**src/common/mfi_pkg.sv**
```systemverilog
// Constants shared by the module flag interrupt logic.
package mfi_pkg;

  // ---------------------------------------------------------------------------
  // Management byte map
  // ---------------------------------------------------------------------------
  localparam logic [7:0] ADDR_ALARM_A     = 8'h50;
  localparam logic [7:0] ADDR_ALARM_B     = 8'h51;
  localparam logic [7:0] ADDR_WARNING_A   = 8'h52;
  localparam logic [7:0] ADDR_WARNING_B   = 8'h53;
  localparam logic [7:0] ADDR_STATUS_FLAG = 8'h54;
  localparam logic [7:0] ADDR_EXT_FLAG    = 8'h55;
  localparam logic [7:0] ADDR_SUPPLY_ALM  = 8'h56;
  localparam logic [7:0] ADDR_SUPPLY_WRN  = 8'h57;
  localparam logic [7:0] ADDR_MASK_BASE   = 8'h58;
  localparam logic [7:0] ADDR_CTRL_STATUS = 8'h6E;
  localparam logic [7:0] ADDR_PATH_STATUS = 8'h6F;
  localparam int         FLAG_BYTES       = 8;

  // ---------------------------------------------------------------------------
  // Reset values and implemented bits
  // ---------------------------------------------------------------------------
  localparam logic [7:0] MASK_RESET       = 8'h00;
  localparam logic [7:0] SOFT_CTRL_RESET  = 8'h00;
  localparam logic [7:0] IMPL_MONITOR_A   = 8'hCF;
  localparam logic [7:0] IMPL_MONITOR_B   = 8'hFC;
  localparam logic [7:0] IMPL_ALL         = 8'hFF;
  localparam logic [7:0] IMPL_EXT         = 8'hE0;
  localparam logic [7:0] IMPL_NONE        = 8'h00;
  localparam logic [7:0] READ_UNMAPPED    = 8'h00;

  // ---------------------------------------------------------------------------
  // Control and status byte fields
  // ---------------------------------------------------------------------------
  localparam int BIT_TX_DIS_STATE   = 7;
  localparam int BIT_SOFT_TX_DIS    = 6;
  localparam int BIT_MODULE_NOT_READY_STATE   = 5;
  localparam int BIT_PDOWN_STATE    = 4;
  localparam int BIT_SOFT_PDOWN     = 3;
  localparam int BIT_INT_STATE      = 2;
  localparam int BIT_RX_LOSS_STATE  = 1;
  localparam int BIT_DATA_NOT_READY = 0;

  // ---------------------------------------------------------------------------
  // Monitored quantities and threshold slots
  // ---------------------------------------------------------------------------
  localparam int QTY_COUNT   = 6;
  localparam int QTY_TEMP    = 0;
  localparam int QTY_BIAS    = 1;
  localparam int QTY_TXPOW   = 2;
  localparam int QTY_RXPOW   = 3;
  localparam int QTY_AUX1    = 4;
  localparam int QTY_AUX2    = 5;
  localparam int LIM_COUNT   = 4;
  localparam int LIM_HI_ALM  = 0;
  localparam int LIM_LO_ALM  = 1;
  localparam int LIM_HI_WRN  = 2;
  localparam int LIM_LO_WRN  = 3;
  localparam logic [5:0] SIGNED_QTY_DEFAULT = 6'h31;

  // ---------------------------------------------------------------------------
  // Synchronised pin order
  // ---------------------------------------------------------------------------
  localparam int PIN_COUNT     = 12;
  localparam int PIN_TX_PATH_NOT_READY     = 0;
  localparam int PIN_TX_FAULT  = 1;
  localparam int PIN_TX_CRU    = 2;
  localparam int PIN_RX_PATH_NOT_READY     = 3;
  localparam int PIN_RX_LOSS   = 4;
  localparam int PIN_RX_CRU    = 5;
  localparam int PIN_MODULE_NOT_READY    = 6;
  localparam int PIN_PD_SUPPLY = 7;
  localparam int PIN_COOLER    = 8;
  localparam int PIN_WL_UNLOCK = 9;
  localparam int PIN_TX_DIS    = 10;
  localparam int PIN_PDOWN     = 11;

endpackage : mfi_pkg

```
**src/logic/mfi_flag_byte.sv**
```systemverilog
// One latched flag byte with clear-on-read and its interrupt mask.
`timescale 1ns/1ns
module mfi_flag_byte #(
  parameter logic [7:0] IMPL = 8'hFF
) (
  // Clock and reset
  input  wire logic       clock,
  input  wire logic       nrst,
  // Conditions, clear and mask
  input  wire logic [7:0] cond,
  input  wire logic       clear,
  input  wire logic [7:0] mask,
  // Latched state
  output logic      [7:0] flags,
  output logic            pending
);

  // A condition in the clearing cycle survives the clear.
  always_ff @(posedge clock) begin
    if (!nrst) begin
      flags <= 8'h00;
    end else begin
      flags <= ((clear ? 8'h00 : flags) | cond) & IMPL;
    end
  end

  assign pending = |(flags & ~mask);

endmodule : mfi_flag_byte

```
**src/logic/mfi_pin_sync.sv**
```systemverilog
// Three-stage synchroniser that accepts a change once two stages agree.
`timescale 1ns/1ns
module mfi_pin_sync #(
  parameter int W = 1
) (
  // Clock and reset
  input  wire logic         clock,
  input  wire logic         nrst,
  // Pins and filtered levels
  input  wire logic [W-1:0] pin,
  output logic      [W-1:0] level
);

  logic [W-1:0] stage1;
  logic [W-1:0] stage2;
  logic [W-1:0] stage3;

  always_ff @(posedge clock) begin
    if (!nrst) begin
      stage1 <= '0;
      stage2 <= '0;
      stage3 <= '0;
    end else begin
      stage1 <= pin;
      stage2 <= stage1;
      stage3 <= stage2;
    end
  end

  // Each bit moves only when the second and third stages agree.
  always_ff @(posedge clock) begin
    if (!nrst) begin
      level <= '0;
    end else begin
      level <= (stage2 & ~(stage2 ^ stage3)) | (level & (stage2 ^ stage3));
    end
  end

endmodule : mfi_pin_sync

```
**src/logic/mfi_top.sv**
```systemverilog
// Flag latching, masking and interrupt pin logic of the module management block.
`timescale 1ns/1ns

module mfi_top
  import mfi_pkg::*;
#(
  parameter logic [5:0] SIGNED_QTY   = SIGNED_QTY_DEFAULT,
  parameter bit         EXT_FAULTS   = 1'b1,
  parameter bit         SOFT_CONTROL = 1'b1
) (
  // Clock and reset
  input  wire logic                                  clock,
  input  wire logic                                  nrst,
  // Byte access from the two-wire serial engine
  input  wire logic [7:0]                            acc_addr,
  input  wire logic                                  acc_rd,
  input  wire logic                                  acc_wr,
  input  wire logic [7:0]                            acc_wdata,
  output logic      [7:0]                            acc_rdata,
  output logic                                       acc_rvalid,
  // Monitor samples and limits
  input  wire logic                                  mon_sample,
  input  wire logic [QTY_COUNT-1:0][15:0]            mon_value,
  input  wire logic [QTY_COUNT-1:0][LIM_COUNT-1:0][15:0] mon_limit,
  input  wire logic [7:0]                            supply_alarm,
  input  wire logic [7:0]                            supply_warning,
  // Status pins from outside the clock domain
  input  wire logic                                  tx_path_not_ready,
  input  wire logic                                  tx_laser_fault,
  input  wire logic                                  tx_clock_recovery_unlock,
  input  wire logic                                  rx_path_not_ready,
  input  wire logic                                  rx_signal_loss,
  input  wire logic                                  rx_clock_recovery_unlock,
  input  wire logic                                  module_not_ready,
  input  wire logic                                  photodiode_supply_fault,
  input  wire logic                                  cooler_fault,
  input  wire logic                                  wavelength_unlock,
  input  wire logic                                  tx_disable_pin,
  input  wire logic                                  power_down_pin,
  // Outputs
  output logic                                       interrupt_n,
  output logic                                       tx_disable_out,
  output logic                                       power_down_out
);

  // ---------------------------------------------------------------------------
  // Helper functions
  // ---------------------------------------------------------------------------

  // True when a measurement lies beyond a limit in the given direction.
  function automatic logic beyond(input logic [15:0] value, input logic [15:0] limit,
                                  input logic is_high, input logic is_signed);
    logic [15:0] v;
    logic [15:0] l;
    v = {value[15] ^ is_signed, value[14:0]};
    l = {limit[15] ^ is_signed, limit[14:0]};
    beyond = is_high ? (v > l) : (v < l);
  endfunction : beyond

  // True when an address falls inside an eight-byte window.
  function automatic logic in_window(input logic [7:0] addr, input logic [7:0] base);
    logic [7:0] diff;
    diff = addr - base;
    in_window = (diff < 8'h08);
  endfunction : in_window

  // ---------------------------------------------------------------------------
  // Pin synchronisation
  // ---------------------------------------------------------------------------

  logic [PIN_COUNT-1:0] pin_raw;
  logic [PIN_COUNT-1:0] pin_lvl;

  always_comb begin
    pin_raw                = '0;
    pin_raw[PIN_TX_PATH_NOT_READY]     = tx_path_not_ready;
    pin_raw[PIN_TX_FAULT]  = tx_laser_fault;
    pin_raw[PIN_TX_CRU]    = tx_clock_recovery_unlock;
    pin_raw[PIN_RX_PATH_NOT_READY]     = rx_path_not_ready;
    pin_raw[PIN_RX_LOSS]   = rx_signal_loss;
    pin_raw[PIN_RX_CRU]    = rx_clock_recovery_unlock;
    pin_raw[PIN_MODULE_NOT_READY]    = module_not_ready;
    pin_raw[PIN_PD_SUPPLY] = photodiode_supply_fault;
    pin_raw[PIN_COOLER]    = cooler_fault;
    pin_raw[PIN_WL_UNLOCK] = wavelength_unlock;
    pin_raw[PIN_TX_DIS]    = tx_disable_pin;
    pin_raw[PIN_PDOWN]     = power_down_pin;
  end

  mfi_pin_sync #(
    .W (PIN_COUNT)
  ) u_pin_sync (
    .clock (clock),
    .nrst  (nrst),
    .pin   (pin_raw),
    .level (pin_lvl)
  );

  // ---------------------------------------------------------------------------
  // Reset complete event and data-ready tracking
  // ---------------------------------------------------------------------------

  logic reset_seen;
  logic data_not_ready;

  // One cycle after reset release the reset-complete event fires once.
  always_ff @(posedge clock) begin
    if (!nrst) begin
      reset_seen <= 1'b0;
    end else begin
      reset_seen <= 1'b1;
    end
  end

  // Stays high until the first monitor sample arrives.
  always_ff @(posedge clock) begin
    if (!nrst) begin
      data_not_ready <= 1'b1;
    end else if (mon_sample) begin
      data_not_ready <= 1'b0;
    end
  end

  // ---------------------------------------------------------------------------
  // Monitor threshold comparison
  // ---------------------------------------------------------------------------

  logic [QTY_COUNT-1:0] alm_hi;
  logic [QTY_COUNT-1:0] alm_lo;
  logic [QTY_COUNT-1:0] wrn_hi;
  logic [QTY_COUNT-1:0] wrn_lo;

  // A sample beyond a limit raises its flag on the sample edge only.
  for (genvar q = 0; q < QTY_COUNT; q++) begin : g_qty
    assign alm_hi[q] = mon_sample & beyond(mon_value[q], mon_limit[q][LIM_HI_ALM], 1'b1, SIGNED_QTY[q]);
    assign alm_lo[q] = mon_sample & beyond(mon_value[q], mon_limit[q][LIM_LO_ALM], 1'b0, SIGNED_QTY[q]);
    assign wrn_hi[q] = mon_sample & beyond(mon_value[q], mon_limit[q][LIM_HI_WRN], 1'b1, SIGNED_QTY[q]);
    assign wrn_lo[q] = mon_sample & beyond(mon_value[q], mon_limit[q][LIM_LO_WRN], 1'b0, SIGNED_QTY[q]);
  end

  // ---------------------------------------------------------------------------
  // Flag byte conditions
  // ---------------------------------------------------------------------------

  // Reserved positions are tied low here and cut again by the implemented-bit table.
  logic [7:0] cond [FLAG_BYTES];

  always_comb begin
    cond[0] = {alm_hi[QTY_TEMP], alm_lo[QTY_TEMP], 2'b00,
               alm_hi[QTY_BIAS], alm_lo[QTY_BIAS],
               alm_hi[QTY_TXPOW], alm_lo[QTY_TXPOW]};
    cond[1] = {alm_hi[QTY_RXPOW], alm_lo[QTY_RXPOW],
               alm_hi[QTY_AUX1], alm_lo[QTY_AUX1],
               alm_hi[QTY_AUX2], alm_lo[QTY_AUX2], 2'b00};
    cond[2] = {wrn_hi[QTY_TEMP], wrn_lo[QTY_TEMP], 2'b00,
               wrn_hi[QTY_BIAS], wrn_lo[QTY_BIAS],
               wrn_hi[QTY_TXPOW], wrn_lo[QTY_TXPOW]};
    cond[3] = {wrn_hi[QTY_RXPOW], wrn_lo[QTY_RXPOW],
               wrn_hi[QTY_AUX1], wrn_lo[QTY_AUX1],
               wrn_hi[QTY_AUX2], wrn_lo[QTY_AUX2], 2'b00};
    cond[4] = {pin_lvl[PIN_TX_PATH_NOT_READY], pin_lvl[PIN_TX_FAULT], pin_lvl[PIN_TX_CRU],
               pin_lvl[PIN_RX_PATH_NOT_READY], pin_lvl[PIN_RX_LOSS], pin_lvl[PIN_RX_CRU],
               pin_lvl[PIN_MODULE_NOT_READY], ~reset_seen};
    cond[5] = {pin_lvl[PIN_PD_SUPPLY], pin_lvl[PIN_COOLER],
               pin_lvl[PIN_WL_UNLOCK], 5'b0_0000};
    cond[6] = supply_alarm;
    cond[7] = supply_warning;
  end

  // ---------------------------------------------------------------------------
  // Latched flag bytes and masks
  // ---------------------------------------------------------------------------

  localparam logic [7:0] IMPL_TABLE [FLAG_BYTES] = '{
    IMPL_MONITOR_A, IMPL_MONITOR_B, IMPL_MONITOR_A, IMPL_MONITOR_B,
    IMPL_ALL, (EXT_FAULTS ? IMPL_EXT : IMPL_NONE), IMPL_ALL, IMPL_ALL
  };

  logic [7:0]            flags [FLAG_BYTES];
  logic [7:0]            mask  [FLAG_BYTES];
  logic [FLAG_BYTES-1:0] pending;
  logic [FLAG_BYTES-1:0] clear;
  logic                  rd_flag;
  logic                  wr_mask;
  logic [2:0]            acc_index;

  // Reads of flag bytes clear them; in this window writes reach only the mask bytes, never the flag bytes.
  assign rd_flag   = acc_rd & in_window(acc_addr, ADDR_ALARM_A);
  assign wr_mask   = acc_wr & in_window(acc_addr, ADDR_MASK_BASE);
  assign acc_index = acc_addr[2:0];

  for (genvar b = 0; b < FLAG_BYTES; b++) begin : g_flag
    assign clear[b] = rd_flag & (acc_index == 3'(b));

    mfi_flag_byte #(
      .IMPL (IMPL_TABLE[b])
    ) u_flag (
      .clock   (clock),
      .nrst    (nrst),
      .cond    (cond[b]),
      .clear   (clear[b]),
      .mask    (mask[b]),
      .flags   (flags[b]),
      .pending (pending[b])
    );

    // Masks are volatile and start unmasked.
    always_ff @(posedge clock) begin
      if (!nrst) begin
        mask[b] <= MASK_RESET;
      end else if (wr_mask && (acc_index == 3'(b))) begin
        mask[b] <= acc_wdata & IMPL_TABLE[b];
      end
    end
  end

  // ---------------------------------------------------------------------------
  // Interrupt pin
  // ---------------------------------------------------------------------------

  // Pin is the NOR of every latched flag gated by its inverted mask.
  always_ff @(posedge clock) begin
    if (!nrst) begin
      interrupt_n <= 1'b1;
    end else begin
      interrupt_n <= ~(|pending);
    end
  end

  // ---------------------------------------------------------------------------
  // Soft control bits
  // ---------------------------------------------------------------------------

  logic soft_tx_disable;
  logic soft_power_down;

  always_ff @(posedge clock) begin
    if (!nrst) begin
      soft_tx_disable <= SOFT_CTRL_RESET[BIT_SOFT_TX_DIS];
      soft_power_down <= SOFT_CTRL_RESET[BIT_SOFT_PDOWN];
    end else if (SOFT_CONTROL && acc_wr && (acc_addr == ADDR_CTRL_STATUS)) begin
      soft_tx_disable <= acc_wdata[BIT_SOFT_TX_DIS];
      soft_power_down <= acc_wdata[BIT_SOFT_PDOWN];
    end
  end

  // The soft transmit disable is ORed with the synchronised pin.
  always_ff @(posedge clock) begin
    if (!nrst) begin
      tx_disable_out <= 1'b0;
    end else begin
      tx_disable_out <= pin_lvl[PIN_TX_DIS] | soft_tx_disable;
    end
  end

  // Power-down follows the soft bit alone; the pin is only reported in the status byte.
  always_ff @(posedge clock) begin
    if (!nrst) begin
      power_down_out <= 1'b0;
    end else begin
      power_down_out <= soft_power_down;
    end
  end

  // ---------------------------------------------------------------------------
  // Live status bytes
  // ---------------------------------------------------------------------------

  // Both status bytes show live levels; only the soft bits and the data-not-ready bit are held.
  logic [7:0] ctrl_status;
  logic [7:0] path_status;

  always_comb begin
    ctrl_status                     = 8'h00;
    ctrl_status[BIT_TX_DIS_STATE]   = pin_lvl[PIN_TX_DIS];
    ctrl_status[BIT_SOFT_TX_DIS]    = soft_tx_disable;
    ctrl_status[BIT_MODULE_NOT_READY_STATE]   = pin_lvl[PIN_MODULE_NOT_READY];
    ctrl_status[BIT_PDOWN_STATE]    = pin_lvl[PIN_PDOWN];
    ctrl_status[BIT_SOFT_PDOWN]     = soft_power_down;
    ctrl_status[BIT_INT_STATE]      = interrupt_n;
    ctrl_status[BIT_RX_LOSS_STATE]  = pin_lvl[PIN_RX_LOSS];
    ctrl_status[BIT_DATA_NOT_READY] = data_not_ready;
    path_status = {pin_lvl[PIN_TX_PATH_NOT_READY], pin_lvl[PIN_TX_FAULT], pin_lvl[PIN_TX_CRU],
                   pin_lvl[PIN_RX_PATH_NOT_READY], pin_lvl[PIN_RX_CRU], 3'b000};
  end

  // ---------------------------------------------------------------------------
  // Read data
  // ---------------------------------------------------------------------------

  logic [7:0] next_rdata;

  // The value returned is the one held before the read clears it.
  always_comb begin
    next_rdata = READ_UNMAPPED;
    if (in_window(acc_addr, ADDR_ALARM_A)) begin
      next_rdata = flags[acc_index];
    end else if (in_window(acc_addr, ADDR_MASK_BASE)) begin
      next_rdata = mask[acc_index];
    end else if (acc_addr == ADDR_CTRL_STATUS) begin
      next_rdata = ctrl_status;
    end else if (acc_addr == ADDR_PATH_STATUS) begin
      next_rdata = path_status;
    end
  end

  always_ff @(posedge clock) begin
    if (!nrst) begin
      acc_rvalid <= 1'b0;
    end else begin
      acc_rvalid <= acc_rd;
    end
  end

  // Read data stands until the next read.
  always_ff @(posedge clock) begin
    if (!nrst) begin
      acc_rdata <= 8'h00;
    end else if (acc_rd) begin
      acc_rdata <= next_rdata;
    end
  end

endmodule : mfi_top

```
**config.mk**
```make
export PLATFORM = sky130hd
export DESIGN_NAME = mfi_top
export DESIGN_NICKNAME = d
export VERILOG_FILES = /design/src/common/mfi_pkg.sv /design/src/logic/mfi_flag_byte.sv /design/src/logic/mfi_pin_sync.sv /design/src/logic/mfi_top.sv
export SDC_FILE = /design/constraint.sdc
export NUM_CORES = 1
export LEC_CHECK = 0
export ABC_AREA = 1
export BUFFER_PORTS_ARGS = -buffer_cell sky130_fd_sc_hd__buf_2
export CAP_MARGIN = 15
export CORE_MARGIN = 8
export CORE_UTILIZATION = 40
export DETAILED_ROUTE_END_ITERATION = 8
export GPL_TIMING_DRIVEN = 0
export PLACE_DENSITY_LB_ADDON = 0.08
export SLEW_MARGIN = 20
export SYNTH_ARGS = -nofsm -noshare
export SYNTH_HDL_FRONTEND = slang
export SYNTH_SLANG_ARGS = --single-unit
```
**constraint.sdc**
```tcl
create_clock -name clock -period 2.4 [get_ports clock]
set_input_delay 0.6 -clock clock [delete_from_list [all_inputs] [get_ports clock]]
set_output_delay 0.6 -clock clock [all_outputs]
set_load 0.01 [all_outputs]
```
==> results.md, run 1 <==
- I/O Pins: approximately 540
- Total Routed Length: about 64000 microns
- Half-perimeter wire length after detailed placement: roughly 56000 microns
- 1st-iter DRT viols: ~840
- Netlist cell types: 36
- Count of state elements after synthesis: approximately 170
- Count of endpoints failing setup in the final report: 0
- CTS Buffer Depth: 2
- Final routed DRC violation total: 0
- TritonCTS clock tree: done
- Maximum Capacitance Violations: 0
- Outcome: complete, no violations
- Total track usage: between 20 and 30%
- Unrepaired setup endpoints after global routing: no
- Combinational family with the most area after synthesis: adder cells
- Share of synthesized cell area in and, or, nand and nor gates: approximately 22%
- Class of the tightest hold or removal check: in2reg
- Int Power: approximately 5500 uW
- Xor and xnor area share after synthesis: less than 1%
- Highest attainable clock frequency: 466 MHz
- Post-Syn Nets: roughly 3300
- Worst setup EP type: flip-flop
- Fin util: approximately half
- Insertion delay of the later-clocked pin in the worst-skew pair: 0.44 ns
- Setup slack of the critical path after layout: around 0.25 ns
- Relative slew slack: between 30% and 40%
- Final #Nets: 3875
- FF+latch area: around 0.0038 sq mm
- Drt wl/cell: ~18 microns
- Number of buffers added on ports: about 540
- Antenna violations before repair: 21
- Post-Synthesis Cell Area: around 0.017 sq mm
- Switching part of the total power: between 30% and 40%
- # H-tree levels: 4
- Lkg Pwr: approximately 0.012 uW
- Core Area: 0.0408 sq mm
- P_sw: about 3000 uW
- Areal power density over the cells: slightly above 400 mW/mm^2
- Full die area: between 0.04 and 0.05 sq mm
- Multi-input gate area: 0.0106 sq mm
- Num CTS Buffers: 17
- Critical path class: in2reg
- Final-report max-slew violation count: 0
- Area fraction in compound gates after synthesis: 13.4%
- Worst Path Max Fanout: 10
- Critical path launch point type: input port
- Sequential power share: 36.4%
- First-pass GRT wire length: 96900 microns
- Post-synthesis adder-cell area fraction: 28.2%
- Synth warnings: 0
- Portion of netlist area occupied by mux cells: 0%
- Final standard cell count with taps included and fillers excluded: ~3500
- Area growth from synthesis to final layout: 24.7%
- Transition time at the pin with the least slew margin: 0.924 ns
- Root buffer selected by CTS: sky130_fd_sc_hd__clkbuf_16
- Final Hold Vio Count: 0
- Number of global-route vias before repair: 17700
- Data arrival, critical path: around 2.4 ns
- Final critical-path required period: between 2 and 2.5 ns
- Iteration count of the initial detailed-routing pass: 5
- Fraction of power consumed by the clock network: 34.0%
- Number of placed instances, taps included: about 3500
- Endpoint required time on the critical path: roughly 2.7 ns
- Clock-pin slew of the registers on the worst-case setup and hold paths: 0.09 ns
- Portion of the clock cycle consumed by the worst path in the final layout: approximately nine tenths
- Pin count of the biggest net entering global routing: 22
- Post-Place Setup Slack: -0.666 ns
- Floorplan die height: about 220 microns
- Routability-driven placement congestion ratio: around 0.95
- Placement Rows: 74
- Max Clock Skew: approximately 0.013 ns
- Combinational fraction of design power: 29.5%
- Average vias per placed instance: between 4 and 5
- Number of sinks handled by clock tree synthesis: ~170
- Filler instances: approximately 4200
- Share of the yosys chip area belonging to registers: a little under a quarter
- Horizontal die dimension: around 220 microns
- Highest ir drop seen on vdd: between 0.4 and 0.5 mV
- Share of post-route cells with drive strength above 1: just over 20%
- Syn avg cell area: a little under 7 sq um
- Initial standard-cell utilization of the core: between 40% and 50%
- Total gr overflow: 0
- Number of instances in the synthesized netlist: between 2000 and 2500
- Antenna violation net count after detailed routing: 0
- Total via count after detailed routing: 17400
==> cell families (layout without fill, tap and decap cells) <==
group | count (synthesis) | after routing
other cells | 0 | 17
buf+inv | 565 | 1138
flops | 166 | 166
xor+xnor | 1 | 1
simple gates | 897 | 897
fa+ha+maj | 373 | 373
compound gates | 411 | 411
==> area by class of cell <==
class / instances / area share (%)
multi-input cells: 1682 / 51.3
flip-flops and latches: 166 / 18.6
repair buffers: 541 / 13.2
inverters: 539 / 9.80
well taps: 532 / 3.23
clock buffers: 17 / 2.06
clock inverters: 15 / 1.02
plain buffers: 26 / 0.618
diodes: 17 / 0.206
==> Yosys cell counts <==
| master | instances | area, sq um |
|---|---|---|
| sky130_fd_sc_hd__nand2_1 | 567 | 2130 |
| sky130_fd_sc_hd__inv_1 | 538 | 2020 |
| sky130_fd_sc_hd__ha_1 | 373 | 4670 |
| sky130_fd_sc_hd__a21oi_1 | 260 | 1300 |
| sky130_fd_sc_hd__nor2_1 | 204 | 766 |
| sky130_fd_sc_hd__dfxtp_1 | 115 | 2300 |
| sky130_fd_sc_hd__o21ai_0 | 78 | 390 |
| sky130_fd_sc_hd__edfxtp_1 | 51 | 1530 |
| sky130_fd_sc_hd__nand3_1 | 41 | 205 |
| sky130_fd_sc_hd__nor3_1 | 37 | 185 |
| sky130_fd_sc_hd__o21bai_1 | 23 | 173 |
| sky130_fd_sc_hd__nand4_1 | 21 | 131 |
| sky130_fd_sc_hd__o22ai_1 | 18 | 113 |
| sky130_fd_sc_hd__clkbuf_1 | 16 | 60.1 |
| sky130_fd_sc_hd__nor4_1 | 12 | 75.1 |
| sky130_fd_sc_hd__o21a_1 | 12 | 90.1 |
| sky130_fd_sc_hd__a22oi_1 | 11 | 82.6 |
| sky130_fd_sc_hd__buf_2 | 6 | 30.0 |
| sky130_fd_sc_hd__nand3_4 | 5 | 87.6 |
| sky130_fd_sc_hd__o211ai_1 | 4 | 30.0 |
| sky130_fd_sc_hd__nor2_2 | 3 | 18.8 |
| sky130_fd_sc_hd__a211oi_1 | 2 | 15.0 |
| sky130_fd_sc_hd__clkbuf_2 | 2 | 10.0 |
| sky130_fd_sc_hd__nor2_4 | 2 | 22.5 |
| sky130_fd_sc_hd__a21boi_0 | 1 | 7.51 |
| sky130_fd_sc_hd__a31oi_1 | 1 | 6.26 |
| sky130_fd_sc_hd__buf_12 | 1 | 20.0 |
| sky130_fd_sc_hd__buf_4 | 1 | 7.51 |
| sky130_fd_sc_hd__inv_2 | 1 | 3.75 |
| sky130_fd_sc_hd__nand2_2 | 1 | 6.26 |
| sky130_fd_sc_hd__nand2_4 | 1 | 11.3 |
| sky130_fd_sc_hd__nand3_2 | 1 | 10.0 |
| sky130_fd_sc_hd__nor3_4 | 1 | 16.3 |
| sky130_fd_sc_hd__nor4_2 | 1 | 12.5 |
| sky130_fd_sc_hd__o221ai_1 | 1 | 8.76 |
| sky130_fd_sc_hd__xor2_1 | 1 | 8.76 |
==> power groups by stage <==
stage,logic (uW),registers (uW),clock network (uW)
CTS,2540,3120,2950
global route,2910,3130,3070
global placement,2450,3180,0
finish,2530,3120,2910
detailed placement,2520,3180,0
floorplan,1450,3140,0
==> final timing paths <==
| check | depth (start not counted) | end | start | slack, ns |
|---|---|---|---|---|
| setup reg to reg | 7 | interrupt_n | g_flag[4].u_flag.flags[4] | 1.02 |
| hold / removal | 3 | u_pin_sync.stage1[11] | power_down_pin | 0.33 |
| setup / recovery | 8 | g_flag[0].u_flag.flags[7] | acc_addr[3] | 0.25 |
| hold reg to reg | 1 | g_flag[4].u_flag.flags[0] | reset_seen | 0.41 |
==> placed cells by master (no fill, tap or decap), types with 4 or more instances in the layout <==
master,instances
sky130_fd_sc_hd__buf_2,544
sky130_fd_sc_hd__o22ai_1,18
sky130_fd_sc_hd__nor2_1,203
sky130_fd_sc_hd__nor3_1,37
sky130_fd_sc_hd__o211ai_1,4
sky130_fd_sc_hd__nand3_4,5
sky130_fd_sc_hd__buf_4,4
sky130_fd_sc_hd__inv_12,6
sky130_fd_sc_hd__diode_2,17
sky130_fd_sc_hd__nand3_1,41
sky130_fd_sc_hd__o21bai_1,23
sky130_fd_sc_hd__o21a_1,12
sky130_fd_sc_hd__clkbuf_16,17
sky130_fd_sc_hd__nor2_2,4
sky130_fd_sc_hd__o21ai_0,74
sky130_fd_sc_hd__clkbuf_1,16
sky130_fd_sc_hd__a21oi_1,260
sky130_fd_sc_hd__nand4_1,21
sky130_fd_sc_hd__edfxtp_1,51
sky130_fd_sc_hd__ha_1,373
sky130_fd_sc_hd__dfxtp_1,115
sky130_fd_sc_hd__clkinv_8,4
sky130_fd_sc_hd__a22oi_1,11
sky130_fd_sc_hd__nand2_1,566
sky130_fd_sc_hd__nor4_1,12
sky130_fd_sc_hd__inv_1,538
==> per-stage QoR <==
stage	hold slack (ns)	cell area (sq um)	TNS [ns]	total power, uW
floorplan	0.389	16600	-2.18	4590
global placement	0.394	19900	-66.81	5630
detailed placement	0.399	19900	-53.06	5700
CTS	0.309	20600	-0.0116	8610
global route	0.329	20600	0	9110
finish	0.328	20600	0	8560
==> worst max-delay path: stages <==
cell,delay (ns)
sky130_fd_sc_hd__buf_2,0.14
sky130_fd_sc_hd__nor4_4,0.48
sky130_fd_sc_hd__inv_1,0.14
sky130_fd_sc_hd__nor2_2,0.25
sky130_fd_sc_hd__buf_2,0.31
sky130_fd_sc_hd__nand2_1,0.31
sky130_fd_sc_hd__nand2_1,0.13
sky130_fd_sc_hd__a21oi_1,0.07
==> metal layers <==
layer | routed length (microns) | up-vias | track usage [%]
li1 | - | 8905 | -
met5 | 36 | - | 0
met1 | 27200 | 7929 | 31.2
met4 | 1010 | 6 | 6.76
met2 | 31600 | 517 | 46.6
met3 | 4210 | 63 | 4.47
==> flip-flops by register name (all words and copies together) (netlist names), named ones only <==
signal / flops
g_flag.u_flag.flags: 51
mask: 51
u_pin_sync.stage1: 12
u_pin_sync.stage2: 12
u_pin_sync.stage3: 12
acc_rdata: 8
acc_rvalid: 1
data_not_ready: 1
interrupt_n: 1
power_down_out: 1
reset_seen: 1
soft_power_down: 1
soft_tx_disable: 1
tx_disable_out: 1
==> timing repair <==
action | CTS | global route
gates resized for setup | 4 | 2
hold buffers | 0 | 0
pin swaps | 1 | 1
cloned | 0 | 0
endpoints found under the setup margin | 23 | 83
buffers inserted | 0 | 2
(Power assumes the default switching activity.)
==> run 2: changes to the inputs <==
==> constraint.sdc (replaced) <==
create_clock -name clock -period 1.9 [get_ports clock]
set_input_delay 0.475 -clock clock [delete_from_list [all_inputs] [get_ports clock]]
set_output_delay 0.475 -clock clock [all_outputs]
set_load 0.01 [all_outputs]
==> run 2 against run 1 <==
Non-clock buffer count decreased by 1. Cell area rose by 0.50%. Total power up 25%. First-iteration DRC count rose by 15%. Sequential share of layout area decreased by 0.092 points. Critical path depth increased by 1. Routed wire length shrank 2.1%. Core utilization rose by 0.25 points. Cell count is 0.11% higher. Combinational power rose by 26%. Sequential power rose by 26%. Largest power group unchanged.
==> results.md, run 2 (synthesis results as in run 1) <==
- Count of endpoints failing setup in the final report: 0 (unchanged)
- Final standard cell count with taps included and fillers excluded: 3539 (+0.11%)
- Average vias per placed instance: 4.91 (-0.41%)
- # H-tree levels: 4 (unchanged)
- Areal power density over the cells: 515 mW/mm^2 (+24%)
- Worst Path Max Fanout: 10 (unchanged)
- Number of buffers added on ports: 538 (unchanged)
- First-pass GRT wire length: 95500 microns (-1.5%)
- Most common cell after layout, fill and taps aside: sky130_fd_sc_hd__nand2_1
- TritonCTS clock tree: done
- Fin util: 50.8% (+0.25 points)
- Total track usage: 25.4% (-0.48 points)
- Endpoint required time on the critical path: 2.20 ns (-0.49 ns)
- Drt wl/cell: 17.7 microns (-2.2%)
- Relative slew slack: 20.1% (-18 points)
- Initial standard-cell utilization of the core: 40.5% (unchanged)
- Antenna violation net count after detailed routing: 0 (unchanged)
- Maximum Capacitance Violations: 0 (unchanged)
- Setup slack of the critical path after layout: 0.0692 ns (-0.185 ns)
- Class of the tightest hold or removal check: in2reg
- Total Routed Length: 62700 microns (-2.1%)
- Area growth from synthesis to final layout: 25.3%
- Number of cells on the worst hold path: 3 (unchanged)
- Most used cells in the layout excluding fill and tap cells: sky130_fd_sc_hd__nand2_1, sky130_fd_sc_hd__buf_2, sky130_fd_sc_hd__inv_1
- I/O Pins: 541 (unchanged)
- Outcome: complete, no violations
- Half-perimeter wire length after detailed placement: 54800 microns (-2.6%)
- Regs by FF count: g_flag.u_flag.flags: 51 flops, mask: 51 flops
- Max Clock Skew: 0.0113 ns (-0.00186 ns)
- Num CTS Buffers: 17 (unchanged)
- Number of cells traversed by the worst register-to-register path: 6 (-1)
- Final #Nets: 3874 (-0.026%)
- CTS Buffer Depth: 2 (unchanged)
- Lkg Pwr: 0.0122 uW (+0.32%)
- Pin count of the biggest net entering global routing: 21 (-4.5%)
- Total gr overflow: 0 (unchanged)
- Final-report max-slew violation count: 0 (unchanged)
- Final Hold Vio Count: 0 (unchanged)
- 1st-iter DRT viols: 961 (+15%)
- Full die area: 0.0481 sq mm (unchanged)
- Highest attainable clock frequency: about 550 MHz
- Share of post-route cells with drive strength above 1: 20.7% (+0.51 points)
- Fin Setup TNS: 0 ns (unchanged)
- Insertion delay of the later-clocked pin in the worst-skew pair: 0.44 ns (about the same)
- Data arrival, critical path: 2.13 ns (-0.30 ns)
- Core Area: 0.0408 sq mm (unchanged)
- Clock-pin slew of the registers on the worst-case setup and hold paths: 0.08 ns (about the same)
- Portion of the clock cycle consumed by the worst path in the final layout: between 90% and 100%
- Antenna violations before repair: 28 (+33%)
- Highest ir drop seen on vdd: 0.648 mV (+56%)
- Worst setup EP type: flip-flop
- Horizontal die dimension: 219 microns (unchanged)
- Number of placed instances, taps included: 3483 (-0.029%)
- Quantity of hold-fixing buffers added after cts: 0 (unchanged)
- Iteration count of the initial detailed-routing pass: 7 (+2)
- Unrepaired setup endpoints after global routing: no
- Critical path launch point type: input port
- Critical path class: in2reg
- Number of sinks handled by clock tree synthesis: 166 (unchanged)
- Root buffer selected by CTS: sky130_fd_sc_hd__clkbuf_16
- Post-Place Setup Slack: -0.858 ns (-0.192 ns)
- Transition time at the pin with the least slew margin: 1.20 ns (+0.275 ns)
- Number of global-route vias before repair: 17700 (-0.12%)
- Placement Rows: 74 (unchanged)
- Total via count after detailed routing: 17400 (-0.30%)
- Floorplan die height: 219 microns (unchanged)
- Final critical-path required period: about 1.8 ns
- Routability-driven placement congestion ratio: 0.978 (+2.6%)
- Final routed DRC violation total: 0 (unchanged)
run 2: repair_timing:
| action | 4_1_cts | 5_1_grt |
|---|---|---|
| endpoints found under the setup margin | 158 | 30 |
| buffers inserted | 2 | 0 |
| pin swaps | 2 | 1 |
| gates resized for setup | 6 | 6 |
run 2: cell type report:
class / instances / area [sq um]
Clock inverter: 15 / 196
Timing Repair Buffer: 540 / 2710
Antenna cell: 22 / 55.1
Buffer: 26 / 130
Tap cell: 532 / 666
Inverter: 539 / 2030
Clock buffer: 17 / 425
Multi-Input combinational cell: 1682 / 10700
Sequential cell: 166 / 3830
Fill cell: 4270 / 20100
run 2: worst max-delay path: stages:
cell	delay, ns
sky130_fd_sc_hd__buf_2	0.13
sky130_fd_sc_hd__inv_1	0.08
sky130_fd_sc_hd__nor4_4	0.33
sky130_fd_sc_hd__inv_1	0.11
sky130_fd_sc_hd__nor2_2	0.26
sky130_fd_sc_hd__buf_4	0.27
sky130_fd_sc_hd__nand2_1	0.25
sky130_fd_sc_hd__nand2_1	0.14
sky130_fd_sc_hd__a21oi_1	0.07
run 2: through the flow:
| step | total power, uW | cell area, sq um | hold slack [ns] |
|---|---|---|---|
| after floorplan | 5810 | 16600 | 0.389 |
| after global placement | 7100 | 20000 | 0.392 |
| after detailed placement | 7190 | 20000 | 0.398 |
| after CTS | 10700 | 20700 | 0.201 |
| after global routing | 11400 | 20700 | 0.199 |
| final | 10700 | 20700 | 0.212 |
run 2: per-layer routing:
layer  wire (microns)  global-route usage [%]  up-vias
met1            26000                    29.9     7729
met2            30300                    44.2      608
met4             1720                    10.2       14
met5               92                       0        -
li1                 -                       -     8913
met3             4690                    5.56      104
run 2: power breakdown:
part           internal [uW]  leakage (uW)  total (uW)  switching [uW]
logic                   1340        0.0105        3180            1830
clock network           1820      0.000300        3570            1750
registers               3820       0.00143        3940             124
run 2: final timing paths:
check,from,endpoint,slack (ns)
max reg2reg,mask[6][4],interrupt_n,0.51
max,acc_addr[4],g_flag[1].u_flag.flags[4],0.07
min,rx_clock_recovery_unlock,u_pin_sync.stage1[5],0.21
min reg2reg,reset_seen,g_flag[4].u_flag.flags[0],0.41
==> run 3: changes to the inputs <==
--- a/config.mk
+++ b/config.mk
@@ -16,4 +16,5 @@
 export SLEW_MARGIN = 20
 export SYNTH_ARGS = -nofsm -noshare
 export SYNTH_HDL_FRONTEND = slang
+export SYNTH_HIERARCHICAL = 1
 export SYNTH_SLANG_ARGS = --single-unit
==> constraint.sdc (replaced) <==
create_clock -name clock -period 1.6 [get_ports clock]
set_input_delay 0.4 -clock clock [delete_from_list [all_inputs] [get_ports clock]]
set_output_delay 0.4 -clock clock [all_outputs]
set_load 0.01 [all_outputs]
==> run 3 against run 2 <==
The run now ends with negative setup slack left. Non-clock buffer count is 26 higher. Routed wire length up 0.64%. Core utilization down 0.080 points. Clock power is 22% higher. Critical endpoint is now mask[4][5]. Critical path type unchanged. Synthesized area grew 5.1%. Register-to-register slack worse by 0.40 ns. Global-route usage decreased by 0.90 points. First-iteration DRC count shrank 6.2%. Total power grew 22%. Combinational power grew 25%. Worst setup slack worse by 0.16 ns.
==> results.md, run 3 <==
- 1st-iter DRT viols: 901 (-6.2%)
- R2R setup slack: 0.11 ns (-0.40 ns)
- Insertion delay of the later-clocked pin in the worst-skew pair: 0.45 ns (about the same)
- # H-tree levels: 4 (unchanged)
- Full die area: 0.0504 sq mm (+4.7%)
- Final critical-path required period: 1.69 ns
- Core Area: 0.0430 sq mm (+5.3%)
- Post-route design area: 0.0218 sq mm (+5.1%)
- Num CTS Buffers: 17 (unchanged)
- Count of endpoints failing setup in the final report: 51 (+51)
- Antenna violation net count after detailed routing: 0 (unchanged)
- Total Routed Length: 63100 microns (+0.64%)
- Area growth from synthesis to final layout: 25.3% (about the same)
- Transition time at the pin with the least slew margin: 0.658 ns (-0.540 ns)
- Highest attainable clock frequency: around 590 MHz
- TritonCTS clock tree: done
- Relative slew slack: 56.0% (+36 points)
- Portion of the clock cycle consumed by the worst path in the final layout: 105%
- Drt wl/cell: 16.3 microns (-8.3%)
- Data arrival, critical path: 1.80 ns (-0.33 ns)
- Horizontal die dimension: 225 microns (+2.3%)
- Endpoint required time on the critical path: 1.71 ns (-0.49 ns)
- Final-report max-slew violation count: 0 (unchanged)
- Worst Path Max Fanout: 8 (-2)
- Share of post-route cells with drive strength above 1: 19.8% (-0.86 points)
- First-pass GRT wire length: 98000 microns (+2.7%)
- Floorplan die height: 225 microns (+2.3%)
- Final Hold Vio Count: 0 (unchanged)
- Routability-driven placement congestion ratio: 0.957 (-2.1%)
- Post-place instance area: 0.0209 sq mm (+4.6%)
- Maximum Capacitance Violations: 0 (unchanged)
- Quantity of hold-fixing buffers added after cts: 0 (unchanged)
- Worst setup EP type: flip-flop
- Average vias per placed instance: 4.75 (-3.2%)
- Iteration count of the initial detailed-routing pass: 5 (-2)
- I/O Pins: 541 (unchanged)
- Number of instances in the synthesized netlist: 2699 (+12%)
- Synth warnings: 6 (+6)
- Critical path launch point type: input port
- Initial standard-cell utilization of the core: 40.5% (-0.063 points)
- Hold WS: 0.127 ns (-0.0855 ns)
- Critical path class: in2reg
- Max Clock Skew: 0.0132 ns (+0.00193 ns)
- Total via count after detailed routing: 18500 (+6.2%)
- Final #Nets: 4174 (+7.7%)
- Number of sinks handled by clock tree synthesis: 166 (unchanged)
- Highest ir drop seen on vdd: 0.739 mV (+14%)
- Violated checks: negative setup slack
- Unrepaired setup endpoints after global routing: yes
- Clock-pin slew of the registers on the worst-case setup and hold paths: 0.09 ns (about the same)
- Class of the tightest hold or removal check: in2reg
- Final routed DRC violation total: 0 (unchanged)
- Number of buffers added on ports: 538 (unchanged)
- Regs by FF count: g_flag.u_flag/flags: 51 flops, mask: 51 flops
- Most used cells in the layout excluding fill and tap cells: sky130_fd_sc_hd__nand2_1, sky130_fd_sc_hd__inv_1, sky130_fd_sc_hd__buf_2
- Antenna violations before repair: 22 (-21%)
- Root buffer selected by CTS: sky130_fd_sc_hd__clkbuf_16
- Fin Setup TNS: -1.72 ns (-1.72 ns)
- Outcome: finished with violations
- Placement Rows: 76 (+2.7%)
- Syn avg cell area: 6.45 sq um (-6.0%)
- Pin count of the biggest net entering global routing: 22 (+4.8%)
- Most common cell after layout, fill and taps aside: sky130_fd_sc_hd__nand2_1
- Number of global-route vias before repair: 18600 (+5.0%)
- Total gr overflow: 0 (unchanged)
- Areal power density over the cells: 599 mW/mm^2 (+16%)
- CTS Buffer Depth: 2 (unchanged)
- Total track usage: 24.5% (-0.90 points)
- Setup slack of the critical path after layout: -0.0865 ns (-0.156 ns)
- Half-perimeter wire length after detailed placement: 54600 microns (-0.40%)
- Lkg Pwr: 0.0134 uW (+10%)
- Post-Synthesis Cell Area: 0.0174 sq mm (+5.1%)
run 3: stage by stage:
stage,worst slack [ns],utilization (%),power [uW],cells
detailed placement,-1.32,48.7,8750,3830
global route,-0.138,50.7,14000,3881
floorplan,-0.442,-,7070,2707
finish,-0.0865,50.7,13100,3883
global placement,-1.31,48.7,8620,3830
CTS,-0.127,50.5,13100,3868
run 3: repair_timing:
action	CTS	global route
endpoints found under the setup margin	145	125
setup buffers	6	2
pin swaps	8	5
resized for setup	23	12
run 3: layer usage:
layer	global-route usage, %	part of all wire [%]	vias up
li1	-	-	9564
met1	30.0	43	8198
met2	42.6	47	582
met3	5.28	7.0	91
met4	7.22	2.4	16
met5	0	0.14	-
run 3: worst max-delay path: stages:
cell                         delay (ns)
sky130_fd_sc_hd__buf_8             0.10
sky130_fd_sc_hd__ha_4              0.23
sky130_fd_sc_hd__nor2_4            0.09
sky130_fd_sc_hd__nand2_2           0.05
sky130_fd_sc_hd__nor2_2            0.09
sky130_fd_sc_hd__nand2_2           0.11
sky130_fd_sc_hd__nor2_8            0.15
sky130_fd_sc_hd__clkinvlp_4        0.14
sky130_fd_sc_hd__buf_12            0.16
sky130_fd_sc_hd__o21ai_4           0.27
run 3: worst paths after layout:
| kind | endpoint | cells after the start | start |
|---|---|---|---|
| worst max-delay path | mask[4][5] | 10 | acc_addr[4] |
| worst min-delay path | u_pin_sync/stage1[8] | 3 | cooler_fault |
| worst max register to register | interrupt_n | 8 | mask[0][6] |
| worst min register to register | u_pin_sync/stage2[5] | 2 | u_pin_sync/stage1[5] |
run 3: where the power goes:
part / switching (uW) / total, uW / internal (uW)
logic: 2300 / 3980 / 1680
registers: 180 / 4720 / 4540
clock network: 2170 / 4350 / 2180
total: 4650 / 13100 / 8410
run 3: area by class of cell:
type	count	area, sq um
multi-input combinational	1885	11200
fill	4533	21200
timing repair buffer	546	2800
clock buffer	17	425
inverter	610	2290
sequential	166	3830
tap	585	732
antenna	13	32.5
buffer	46	258
clock inverter	15	216
